<file path="src/hdl/charger_alert_defines.svh">
// Register map, field positions and reset values of the charger alert block
// Contract
// - Source output over-voltage sets flag 15, interrupt
// - Source output under-voltage sets flag 14, interrupt
// - Charge-mode input over-voltage sets flag 13, interrupt
// - Charge-mode adapter over-voltage sets flag 12, interrupt
// - Source-mode low battery halt sets flag 7
// - Watchdog expiry sets flag 6
// - Safety timer expiry sets flag 5, interrupt
// - Thermal shutdown sets flag 4, interrupt
// - Charge mode thermistor code in bits 2:0
// - Source mode thermistor codes cold/hot/float only
// - Mask bit 1 enables; reset by watchdog
// - Masked sources still set their flags
// - Mask bit layout per source
// - Mode and charge state changes raise events
`ifndef CHARGER_ALERT_DEFINES_SVH
`define CHARGER_ALERT_DEFINES_SVH

// Register indices; byte address is index times four
`define IDX_FAULT_STATUS_ONE 8'h17
`define IDX_ALERT_MASK_ZERO  8'h18
`define IDX_EVENT_STATUS     8'h1a
`define ADDR_IDX_LSB         2
`define ADDR_IDX_MSB         9

// Reset values and writable bits
`define FAULT_STATUS_RESET   16'h0000
`define ALERT_MASK_RESET     16'h0000
`define EVENT_STATUS_RESET   16'h0000
`define ALERT_MASK_RW_BITS   16'h3cff

// Fault status bit positions
`define FS_SRC_OV            15
`define FS_SRC_UV            14
`define FS_IN_OV             13
`define FS_ADP_OV            12
`define FS_BAT_OV            8
`define FS_BAT_LOW           7
`define FS_WDT_EXP           6
`define FS_TMR_EXP           5
`define FS_THERMAL_SHUTDOWN_FLAG        4
`define FS_CODE_MSB          2
`define FS_CODE_LSB          0

// Mask and event status bit positions
`define MK_SRC_FAULT         13
`define MK_IN_OV             12
`define MK_PWR_GOOD          11
`define MK_BAT_OV            10
`define MK_BAT_LOW           7
`define MK_BAT_ABSENT        6
`define MK_THERMAL_SHUTDOWN_FLAG        5
`define MK_TEMP_SENSE        4
`define MK_THERMISTOR        3
`define MK_TIMER             2
`define MK_MODE_CHANGE       1
`define MK_PHASE_CHANGE      0

// Thermistor codes
`define CODE_NORMAL          3'h0
`define CODE_COLD            3'h1
`define CODE_COOL            3'h2
`define CODE_WARM            3'h3
`define CODE_HOT             3'h4
`define CODE_FLOAT           3'h7

// Positions in the synchronised input bundle
`define IN_SRC_OV            0
`define IN_SRC_UV            1
`define IN_IN_OV             2
`define IN_ADP_OV            3
`define IN_BAT_OV            4
`define IN_BAT_LOW           5
`define IN_WDT_EXP           6
`define IN_TMR_EXP           7
`define IN_THERMAL_SHUTDOWN_FLAG        8
`define IN_CODE_LSB          9
`define IN_CODE_MSB          11
`define IN_SOURCE_MODE       12
`define IN_PWR_GOOD          13
`define IN_BAT_ABSENT        14
`define IN_TEMP_SENSE        15
`define IN_MODE_LSB          16
`define IN_MODE_MSB          17
`define IN_PHASE_LSB         18
`define IN_PHASE_MSB         20
`define IN_WIDTH             21

`endif

</file>
<file path="src/hdl/charger_alert_pkg.sv">
// Types of the charger alert block
`include "charger_alert_defines.svh"

package charger_alert_pkg;

    typedef logic [`IN_WIDTH-1:0] in_bundle_t;

    typedef struct packed {
        in_bundle_t  in_prev;
        logic [15:0] fault_flags;
        logic [2:0]  thermistor_fault_code;
        logic [15:0] event_flags;
        logic [15:0] alert_mask;
        logic [31:0] rdata;
        logic        irq;
    } alert_state_t;

endpackage

</file>
<file path="src/hdl/sync_if.sv">
// Carrier between raw pins and their synchronised copy
`timescale 1ns/1ns
`default_nettype none

interface sync_if #(parameter int WIDTH = 1);
    logic [WIDTH-1:0] raw;
    logic [WIDTH-1:0] synced;
    modport sink (input raw, output synced);
    modport user (output raw, input synced);
endinterface

`default_nettype wire

</file>
<file path="src/hdl/charger_fault_alert_logic.sv">
// Fault flags, alert masks and interrupt of the charger, behind an APB slave
`timescale 1ns/1ns
`default_nettype none
`include "charger_alert_defines.svh"

module charger_fault_alert_logic
    import charger_alert_pkg::*;
(
    // Clock, reset, enable
    input  wire logic        sys_clk_i,
    input  wire logic        rst_n_i,
    input  wire logic        clk_en_i,
    // APB slave
    input  wire logic        psel_i,
    input  wire logic        penable_i,
    input  wire logic        pwrite_i,
    input  wire logic [11:0] paddr_i,
    input  wire logic [31:0] pwdata_i,
    output logic [31:0]      prdata_o,
    output logic             pready_o,
    output logic             pslverr_o,
    // Protection events, asynchronous levels
    input  wire logic        src_out_ov_i,
    input  wire logic        src_out_uv_i,
    input  wire logic        input_ov_i,
    input  wire logic        adapter_ov_i,
    input  wire logic        battery_ov_i,
    input  wire logic        battery_low_i,
    input  wire logic        watchdog_timer_expired_i,
    input  wire logic        safety_timer_expired_i,
    input  wire logic        thermal_shutdown_i,
    input  wire logic [2:0]  thermistor_code_i,
    input  wire logic        source_mode_i,
    // Status sources, asynchronous levels
    input  wire logic        power_good_i,
    input  wire logic        battery_absent_i,
    input  wire logic        temp_sense_fault_i,
    input  wire logic [1:0]  converter_mode_i,
    input  wire logic [2:0]  charge_phase_i,
    // Interrupt
    output logic             irq_o
);

    logic [1:0]   rst_sync_reg;
    logic         rst_n;
    alert_state_t st_reg;
    alert_state_t st_next;
    in_bundle_t   cur;
    in_bundle_t   rise;
    logic [7:0]   idx;
    logic         hit;
    logic         access;
    logic         setup;
    logic [2:0]   code_in;
    logic [2:0]   code_ok;
    logic [15:0]  fault_set;
    logic [15:0]  event_set;
    logic [15:0]  pending;
    logic         clr_fault;
    logic         clr_event;
    logic         aligned;
    logic         in_range;
    logic         rd_setup;
    logic         mask_wr;
    logic [15:0]  fault_view;
    logic [15:0]  event_view;
    logic [2:0]   code_view;
    logic [2:0]   code_next;
    logic [15:0]  mask_next;
    logic [31:0]  rdata_sel;

    sync_if #(.WIDTH(`IN_WIDTH)) pins ();

    // Reset release through two flip-flops
    always_ff @(posedge sys_clk_i or negedge rst_n_i)
    begin
        if (!rst_n_i)
        begin
            rst_sync_reg <= 2'h0;
        end
        else if (clk_en_i)
        begin
            rst_sync_reg <= {rst_sync_reg[0], 1'b1};
        end
    end

    assign rst_n = rst_sync_reg[1];

    // Asynchronous pins into the synchroniser
    assign pins.raw = {charge_phase_i, converter_mode_i, temp_sense_fault_i,
                       battery_absent_i, power_good_i, source_mode_i,
                       thermistor_code_i, thermal_shutdown_i,
                       safety_timer_expired_i, watchdog_timer_expired_i,
                       battery_low_i, battery_ov_i, adapter_ov_i, input_ov_i,
                       src_out_uv_i, src_out_ov_i};

    pin_sync #(.WIDTH(`IN_WIDTH)) u_pin_sync (
        .sys_clk_i (sys_clk_i),
        .rst_n_i   (rst_n),
        .clk_en_i  (clk_en_i),
        .pins      (pins.sink)
    );

    // Rising edges and address decode
    assign cur    = pins.synced;
    assign rise   = cur & ~st_reg.in_prev;
    assign idx    = paddr_i[`ADDR_IDX_MSB:`ADDR_IDX_LSB];
    assign aligned  = paddr_i[1:0] == 2'h0;
    assign in_range = paddr_i[11:10] == 2'h0;
    assign hit    = aligned && in_range
                    && ((idx == `IDX_FAULT_STATUS_ONE)
                    || (idx == `IDX_ALERT_MASK_ZERO)
                    || (idx == `IDX_EVENT_STATUS));
    assign access = psel_i && penable_i;
    assign setup  = psel_i && !penable_i;
    assign code_in = cur[`IN_CODE_MSB:`IN_CODE_LSB];

    always_comb
    begin
        code_ok = `CODE_NORMAL;
        if (!cur[`IN_SOURCE_MODE])
        begin
            if ((code_in <= `CODE_HOT) || (code_in == `CODE_FLOAT))
            begin
                code_ok = code_in;
            end
        end
        else if ((code_in == `CODE_COLD) || (code_in == `CODE_HOT)
                 || (code_in == `CODE_FLOAT))
        begin
            code_ok = code_in;
        end
    end

    // Fault events; all but watchdog, timer and thermal are mode qualified
    always_comb
    begin
        fault_set = 16'h0000;
        fault_set[`FS_SRC_OV]     = rise[`IN_SRC_OV] && cur[`IN_SOURCE_MODE];
        fault_set[`FS_SRC_UV]     = rise[`IN_SRC_UV] && cur[`IN_SOURCE_MODE];
        fault_set[`FS_IN_OV]      = rise[`IN_IN_OV] && !cur[`IN_SOURCE_MODE];
        fault_set[`FS_ADP_OV]     = rise[`IN_ADP_OV] && !cur[`IN_SOURCE_MODE];
        fault_set[`FS_BAT_OV]     = rise[`IN_BAT_OV] && !cur[`IN_SOURCE_MODE];
        fault_set[`FS_BAT_LOW]    = rise[`IN_BAT_LOW] && cur[`IN_SOURCE_MODE];
        fault_set[`FS_WDT_EXP]    = rise[`IN_WDT_EXP];
        fault_set[`FS_TMR_EXP]    = rise[`IN_TMR_EXP];
        fault_set[`FS_THERMAL_SHUTDOWN_FLAG] = rise[`IN_THERMAL_SHUTDOWN_FLAG];
    end

    // Status change events
    always_comb
    begin
        event_set = 16'h0000;
        event_set[`MK_PWR_GOOD]   = rise[`IN_PWR_GOOD];
        event_set[`MK_BAT_ABSENT] = rise[`IN_BAT_ABSENT];
        event_set[`MK_TEMP_SENSE] = rise[`IN_TEMP_SENSE];
        event_set[`MK_MODE_CHANGE] = cur[`IN_MODE_MSB:`IN_MODE_LSB]
                                     != st_reg.in_prev[`IN_MODE_MSB:`IN_MODE_LSB];
        event_set[`MK_PHASE_CHANGE] = cur[`IN_PHASE_MSB:`IN_PHASE_LSB]
                                      != st_reg.in_prev[`IN_PHASE_MSB:`IN_PHASE_LSB];
    end

    always_comb
    begin
        pending = st_reg.event_flags;
        pending[`MK_SRC_FAULT]  = st_reg.fault_flags[`FS_SRC_OV]
                                  || st_reg.fault_flags[`FS_SRC_UV];
        pending[`MK_IN_OV]      = st_reg.fault_flags[`FS_IN_OV]
                                  || st_reg.fault_flags[`FS_ADP_OV];
        pending[`MK_BAT_OV]     = st_reg.fault_flags[`FS_BAT_OV];
        pending[`MK_BAT_LOW]    = st_reg.fault_flags[`FS_BAT_LOW];
        pending[`MK_THERMAL_SHUTDOWN_FLAG] = st_reg.fault_flags[`FS_THERMAL_SHUTDOWN_FLAG];
        pending[`MK_THERMISTOR] = st_reg.thermistor_fault_code != `CODE_NORMAL;
        pending[`MK_TIMER]      = st_reg.fault_flags[`FS_TMR_EXP];
    end

    // Bus decode of the current access
    assign rd_setup  = setup && !pwrite_i;
    assign mask_wr   = access && pwrite_i && hit && (idx == `IDX_ALERT_MASK_ZERO);
    assign clr_fault = access && !pwrite_i && (idx == `IDX_FAULT_STATUS_ONE) && hit;
    assign clr_event = access && !pwrite_i && (idx == `IDX_EVENT_STATUS) && hit;

    // Read view takes in events landing in the setup cycle
    always_comb
    begin
        fault_view = st_reg.fault_flags | fault_set;
        event_view = st_reg.event_flags | event_set;
        code_view  = st_reg.thermistor_fault_code;
        if (code_ok != `CODE_NORMAL)
        begin
            code_view = code_ok;
        end
    end

    // Read data multiplexer
    always_comb
    begin
        rdata_sel = 32'h0000_0000;
        if (hit)
        begin
            case (idx)
                `IDX_FAULT_STATUS_ONE:
                begin
                    rdata_sel = {16'h0000, fault_view[15:3], code_view};
                end
                `IDX_ALERT_MASK_ZERO:
                begin
                    rdata_sel = {16'h0000, st_reg.alert_mask};
                end
                `IDX_EVENT_STATUS:
                begin
                    rdata_sel = {16'h0000, event_view};
                end
                default:
                begin
                    rdata_sel = 32'h0000_0000;
                end
            endcase
        end
    end

    // Thermistor code keeps the last valid fault
    always_comb
    begin
        code_next = st_reg.thermistor_fault_code;
        if (code_ok != `CODE_NORMAL)
        begin
            code_next = code_ok;
        end
        else if (clr_fault)
        begin
            code_next = `CODE_NORMAL;
        end
    end

    // Mask register next value
    always_comb
    begin
        mask_next = st_reg.alert_mask;
        if (mask_wr)
        begin
            mask_next = pwdata_i[15:0] & `ALERT_MASK_RW_BITS;
        end
        if (rise[`IN_WDT_EXP])
        begin
            mask_next = `ALERT_MASK_RESET;
        end
    end

    // Next state
    always_comb
    begin
        st_next = st_reg;
        st_next.in_prev = cur;
        st_next.fault_flags = (clr_fault ? `FAULT_STATUS_RESET : st_reg.fault_flags)
                              | fault_set;
        st_next.event_flags = (clr_event ? `EVENT_STATUS_RESET : st_reg.event_flags)
                              | event_set;
        st_next.thermistor_fault_code = code_next;
        st_next.alert_mask = mask_next;
        st_next.irq = |(st_reg.alert_mask & pending);
        if (rd_setup)
        begin
            st_next.rdata = rdata_sel;
        end
    end

    // State register
    always_ff @(posedge sys_clk_i or negedge rst_n)
    begin
        if (!rst_n)
        begin
            st_reg <= '0;
        end
        else if (clk_en_i)
        begin
            st_reg <= st_next;
        end
    end

    assign prdata_o  = st_reg.rdata;
    assign pready_o  = 1'b1;
    assign pslverr_o = access && !hit;
    assign irq_o     = st_reg.irq;

endmodule

`default_nettype wire

</file>
<file path="src/hdl/pin_sync.sv">
// Two-stage synchroniser for asynchronous input pins
`timescale 1ns/1ns
`default_nettype none

module pin_sync #(
    parameter int WIDTH = 1
) (
    // Clock, reset, enable
    input  wire logic sys_clk_i,
    input  wire logic rst_n_i,
    input  wire logic clk_en_i,
    // Pins in, synchronised out
    sync_if.sink      pins
);

    typedef struct packed {
        logic [WIDTH-1:0] stage1;
        logic [WIDTH-1:0] stage2;
    } sync_state_t;

    sync_state_t sync_reg;
    sync_state_t sync_next;

    always_comb
    begin
        sync_next        = sync_reg;
        sync_next.stage1 = pins.raw;
        sync_next.stage2 = sync_reg.stage1;
    end

    always_ff @(posedge sys_clk_i or negedge rst_n_i)
    begin
        if (!rst_n_i)
        begin
            sync_reg <= '0;
        end
        else if (clk_en_i)
        begin
            sync_reg <= sync_next;
        end
    end

    assign pins.synced = sync_reg.stage2;

endmodule

`default_nettype wire

</file>
<file path="config.mk">
export PLATFORM = sky130hd
export DESIGN_NAME = charger_fault_alert_logic
export DESIGN_NICKNAME = d
export VERILOG_FILES = /design/src/hdl/charger_alert_pkg.sv /design/src/hdl/sync_if.sv /design/src/hdl/charger_fault_alert_logic.sv /design/src/hdl/pin_sync.sv
export VERILOG_INCLUDE_DIRS = /design/src /design/src/hdl
export SDC_FILE = /design/constraint.sdc
export NUM_CORES = 1
export LEC_CHECK = 0
export BUFFER_PORTS_ARGS = -buffer_cell sky130_fd_sc_hd__buf_4
export CAP_MARGIN = 0
export CORE_MARGIN = 2
export CORE_UTILIZATION = 45
export CTS_CLUSTER_SIZE = 10
export DETAILED_ROUTE_END_ITERATION = 10
export PLACE_DENSITY_LB_ADDON = 0.25
export SYNTH_ARGS = -nofsm -noshare
export SYNTH_HDL_FRONTEND = slang
export SYNTH_SLANG_ARGS = --single-unit
</file>
<file path="constraint.sdc">
create_clock -name sys_clk_i -period 8 [get_ports sys_clk_i]
set_clock_uncertainty 0.1 [all_clocks]
set_input_delay 1.2 -clock sys_clk_i [delete_from_list [all_inputs] [get_ports sys_clk_i]]
set_output_delay 1.2 -clock sys_clk_i [all_outputs]
set_load 0.005 [all_outputs]
</file>
* Word level (Yosys, flattened, before mapping)
Index checks and enable logic that the tools add are counted.
** Word-level totals
- Output and inout port bits :: 35
- Register bits :: 149
- Input bits :: 71
- Word-level logic and storage cells :: 79
** Cells by class
- Muxes and demuxes :: 12
- Equal/unequal tests :: 8
- Reductions and logical operators :: 41
- Bitwise logic cells :: 7
- Magnitude comparators :: 1
** Operator list (number)
- 2-to-1 mux 16 bit :: 5
- case mux 16 bit (3 select lines) :: 1
- AND 16 bit :: 2
- bitwise OR 16 x 12 -> 16 bit :: 2
- bitwise OR 16 bit :: 2
- equality test 8 x 5 -> 1 bit (second input constant) :: 3
- logical AND 1 bit :: 20
- 2-to-1 mux 3 bit :: 6
- inverter 16 bit :: 1
- OR reduction 16 bit :: 1
- logical OR 1 bit :: 7
- equality test 3 bit (second input constant) :: 2
- AND reduction 2 bit :: 3
- nonzero test 3 bit :: 2
- logical NOT 1 bit :: 4
- logical NOT 2 bit :: 2
- nonzero test 2 bit :: 2
- equality test 3 x 1 -> 1 bit (second input constant) :: 1
- <= comparator 3 bit (second input constant) :: 1
- != test 3 bit :: 1
- != test 2 bit :: 1

* Depth between registers and ports, before layout
- Depth after elaboration :: 9
- Gate-level depth with buffers :: 6
- Gate-level depth less buffers :: 4

* By module
Synthesis repeated with hierarchy kept, for this count alone.
** Second synthesis, totals
- Cell total of the unflattened synthesis :: 390
- Area, all modules :: 5069.9 um2
** Modules (own cells, without submodules)
- charger_fault_alert_logic :: area an instance 3304.4 um2, cells an instance 301, seq. area each 1601.5 um2, times used 1
- pin_sync :: area an instance 1765.4 um2, cells an instance 89, seq. area each 1051.0 um2, times used 1

* Worst setup path after synthesis
Ideal clock, no wire load.
- Path kind :: input -> output
- From :: in paddr_i[1]
- To :: out pslverr_o
- Arrival :: 2176 ps
- Stages on the path :: 4
- Setup slack :: 4524 ps
- Buffers on the path :: 1
- Cell sequence :: or4_1 -> buf_2 -> nor2_1 -> a21oi_1
** Between the ends
- Word-level cells in the longest chain between the ends :: 5
** RTL lines
- from (decl) :: RTL line charger_fault_alert_logic.sv:17 : input wire logic [11:0] paddr_i,
- logical NOT 2 bit :: RTL line charger_fault_alert_logic.sv:108 : assign aligned = paddr_i[1:0] == 2'h0;
- logical AND 1 bit (2 in a row) :: RTL line charger_fault_alert_logic.sv:110 : assign hit = aligned && in_range
- logical NOT 1 bit :: RTL line charger_fault_alert_logic.sv:283 : assign pslverr_o = access && !hit;
- logical AND 1 bit :: RTL line charger_fault_alert_logic.sv:283
- to (decl) :: RTL line charger_fault_alert_logic.sv:21 : output logic pslverr_o,
Every way passes these cells.

* Worst setup path after layout
- From :: in clk_en_i
- To :: reg st_reg, in the netlist prdata_o[13]
** Between the ends
- Word-level cells in the longest chain between the ends :: 1
** RTL lines
- from (decl) :: RTL line charger_fault_alert_logic.sv:12 : input wire logic clk_en_i,
- AND reduction 2 bit (no source line)
- to (signal assigned) :: RTL line charger_fault_alert_logic.sv:277 : st_reg <= st_next;
- to (decl) :: RTL line charger_fault_alert_logic.sv:46 : alert_state_t st_reg;
Every way passes these cells.
A chain may end at the register's enable or synchronous reset.

==> summary.txt <==
status: completed
CTS Buf Count: 9
post-synthesis xor/xnor area fraction: 1.089%
vias in the first global route: 2956
DR vias: 3126
CTS tree: yes
vias per cell: 5.399
clock-pin slew on the worst setup and hold paths: 90 ps
Slew @ Worst Pin: 1062 ps
R2R depth: 3
Leakage: 2.320 nW
Netlist Area Pre-Place: 4825 um2
Pre-antenna DRT Iters: 5
Setup crit start: clk_en_i
Largest register FFs: 37
GRT overflow: 0
Ant. Diodes: 0
Post-Route WL: 9368 um
largest net degree at the start of global routing: 84
adder-cell share of the synthesized area: 0%
worst-path maximum fanout: 83
initial antenna violation count: 0
WL per Instance: 16.18 um
worst r2r src: u_pin_sync.pins.synced[6]$_DFFE_PN0P_
VDD IR max: 0.09328 mV
Synth Area in Simple Gates: 9.544%
overall fraction of global-route tracks in use: 16.94%
Worst Setup End Kind: flip-flop
FF/Latch Area: 2656 um2
Synth cell types: 60
Die Width: 107.5 um
worst reg2reg setup slack: 6130 ps
yosys synthesis warning count: 0
Die Ht: 107.5 um
WP data required: 8180 ps
synth-to-layout area growth: 12.16%
Initial Util: 46.53%
die area: 11570 um2
share of layout cells above drive strength 1: 35.44%
Hold Buf Count CTS: 0
clk root buf: clkbuf_8
first-pass GRT wire length: 15120 um
Multi-input gate area: 1842 um2
Top Ports: 106
post-cts repair resize count: 0
gp weighted congestion: 0.8511
Critical Path End: prdata_o[13]$_DFFE_PN0P_
fraction of registers with async set/reset: 100.0%
Iteration-0 DRC Markers: 197
sequential area share after synthesis: 54.98%
EDFF count, synth: 0
fin nets: 509
synthesized area per cell: 12.15 um2
Synth Area in Compound Gates: 12.27%
Post-CTS Setup Bufs: 0
setup_tns: 0 ps
mux contribution to synthesized area: 13.87%
Worst EP arrival: 4120 ps
critical path class: in2reg
H-tree level count: 3
synthesized flop and latch total: 106
reg2reg end: st_reg[45]$_DFFE_PN0P_
pwr dens: 205.1 nW/um2
Post-synth top flop: dfrtp_1
Final Slew Violations: 0
# port buffers: 67
HPWL Detailed: 6553 um
fin util: 52.18%
CP startpoint kind: input pin
Cells after Synth: 397
Setup Viol. Count Final: 0
fillcell total: 929
Post-route DRC: 0
HP Class: reg2async
core area: 10370 um2
worst-skew pair later-pin latency: 360 ps
Tmin final: 3937 ps
slew margin rel.: 28.58%
# clock sinks: 106
clk buf depth: 2
main combinational cell family by area after synthesis: multiplexers
Post-DRT Antenna Nets: 0
row cnt: 37
Max Cap Viol: 0
RSZ-0062 raised after global routing: false
maximum clock rate: 254.0 MHz
post-route clock period utilization: 49.21%
final hold violation count: 0
==> Yosys cell counts, types with 2 or more instances <==
master	count	area (um2)
dfrtp_1	106	2653
mux2_2	55	619.3
buf_4	34	255.2
nand2_1	31	116.4
a22o_1	18	157.7
o21ai_0	16	80.08
nor2_1	15	56.30
clkbuf_1	13	48.80
inv_1	8	30.03
a21oi_1	7	35.03
nor2b_1	7	43.79
a22o_2	6	60.06
o211ai_1	6	45.04
a22oi_1	4	30.03
xor2_1	4	35.03
a32o_1	3	30.03
buf_2	3	15.01
nand4_1	3	18.77
nor3_1	3	15.01
nor3b_1	3	22.52
or4_1	3	22.52
a221o_1	2	20.02
a31oi_1	2	12.51
buf_6	2	22.52
conb_1	2	7.510
mux2_4	2	30.03
mux2i_1	2	20.02
nand4b_1	2	17.52
o32a_1	2	20.02
or2_2	2	12.51
xnor2_1	2	17.52
==> report_power, final <==
| part | leakage [nW] | switching, mW | total [mW] | internal, mW |
|---|---|---|---|---|
| clock network | 0.103 | 0.178 | 0.332 | 0.154 |
| logic | 1.05 | 0.0627 | 0.146 | 0.0835 |
| registers | 1.17 | 0.0405 | 0.631 | 0.591 |
| total | 2.32 | 0.282 | 1.11 | 0.828 |
==> metrics by stage <==
step | power, mW | worst slack, ps | cell area, um2 | std cells | hold WS, ps
3_5_place_dp | 0.7884 | 3621 | 5209 | 563 | 252.1
2_1_floorplan | 0.7455 | 4524 | 4885 | 413 | 330.5
3_3_place_gp | 0.7816 | 3690 | 5209 | 563 | 250.0
6_report | 1.110 | 4063 | 5411 | 579 | 230.1
5_1_grt | 1.166 | 3685 | 5411 | 579 | 289.3
4_1_cts | 1.124 | 4043 | 5411 | 579 | 261.6
==> cells by family (layout without fill, tap and decap cells) <==
| group | after synthesis | after routing |
|---|---|---|
| xor gates and xnor gates | 6 | 6 |
| muxes | 59 | 59 |
| other | 2 | 18 |
| AOI/OAI and AO/OA | 77 | 77 |
| and+or+nand+nor | 85 | 85 |
| DFF | 106 | 106 |
| buffers and inverters | 62 | 92 |
==> placed cells by master, fill, tap and decap left out, types with 2 or more instances in the layout <==
cell type,synthesis,final
a21oi_1,7,7
a221o_1,2,2
a22o_1,18,18
a22o_2,6,6
a22oi_1,4,4
a31oi_1,2,2
a32o_1,3,3
buf_4,34,68
clkbuf_8,1,10
clkinv_2,0,2
conb_1,2,18
dfrtp_1,106,105
inv_1,8,8
mux2_2,55,55
mux2_4,2,2
mux2i_1,2,2
nand2_1,31,31
nand4_1,3,3
nand4b_1,2,2
nor2_1,15,15
nor2b_1,7,7
nor3_1,3,3
nor3b_1,3,3
o211ai_1,6,6
o21ai_0,16,16
o32a_1,2,2
or2_2,2,2
or4_1,3,3
xnor2_1,2,2
xor2_1,4,4
==> metal layers <==
| metal | share of wire (%) | track usage [%] | up-vias |
|---|---|---|---|
| met1 | 47 | 25.26 | 1533 |
| met5 | 0 | 0 | - |
| met4 | 1.1 | 5.403 | 0 |
| met3 | 7.3 | 4.237 | 12 |
| li1 | - | - | 1451 |
| met2 | 45 | 24.21 | 130 |
==> final cells by class <==
cell class	instances	share of cell area, %
clock buffers	10	2.543
clock inverters	6	1.202
inverters	8	0.5549
multi-input cells	245	34.03
flip-flops and latches	106	49.09
well taps	136	3.145
repair buffers	68	9.434
==> worst max-delay path, cell delays in order <==
cell and delay, ps:
buf_4 690, nand4bb_1 840, nor4_2 1070, nand2_1 160, o211ai_1 130
==> how the worst min path moves through the flow <==
stage,from,endpoint
final,rst_sync_reg[1]$_DFFE_PN0P_,u_pin_sync.pins.synced[1]$_DFFE_PN0P_
after global routing,rst_sync_reg[1]$_DFFE_PN0P_,u_pin_sync.sync_next[17]$_DFFE_PN0P_
after CTS,rst_sync_reg[1]$_DFFE_PN0P_,u_pin_sync.sync_next[17]$_DFFE_PN0P_
after detailed placement,rst_sync_reg[1]$_DFFE_PN0P_,u_pin_sync.pins.synced[1]$_DFFE_PN0P_
after global placement,rst_sync_reg[1]$_DFFE_PN0P_,u_pin_sync.pins.synced[1]$_DFFE_PN0P_
after floorplan,rst_sync_reg[0]$_DFFE_PN0P_,rst_sync_reg[0]$_DFFE_PN0P_
Note: power is estimated with default switching activity, not from simulation.
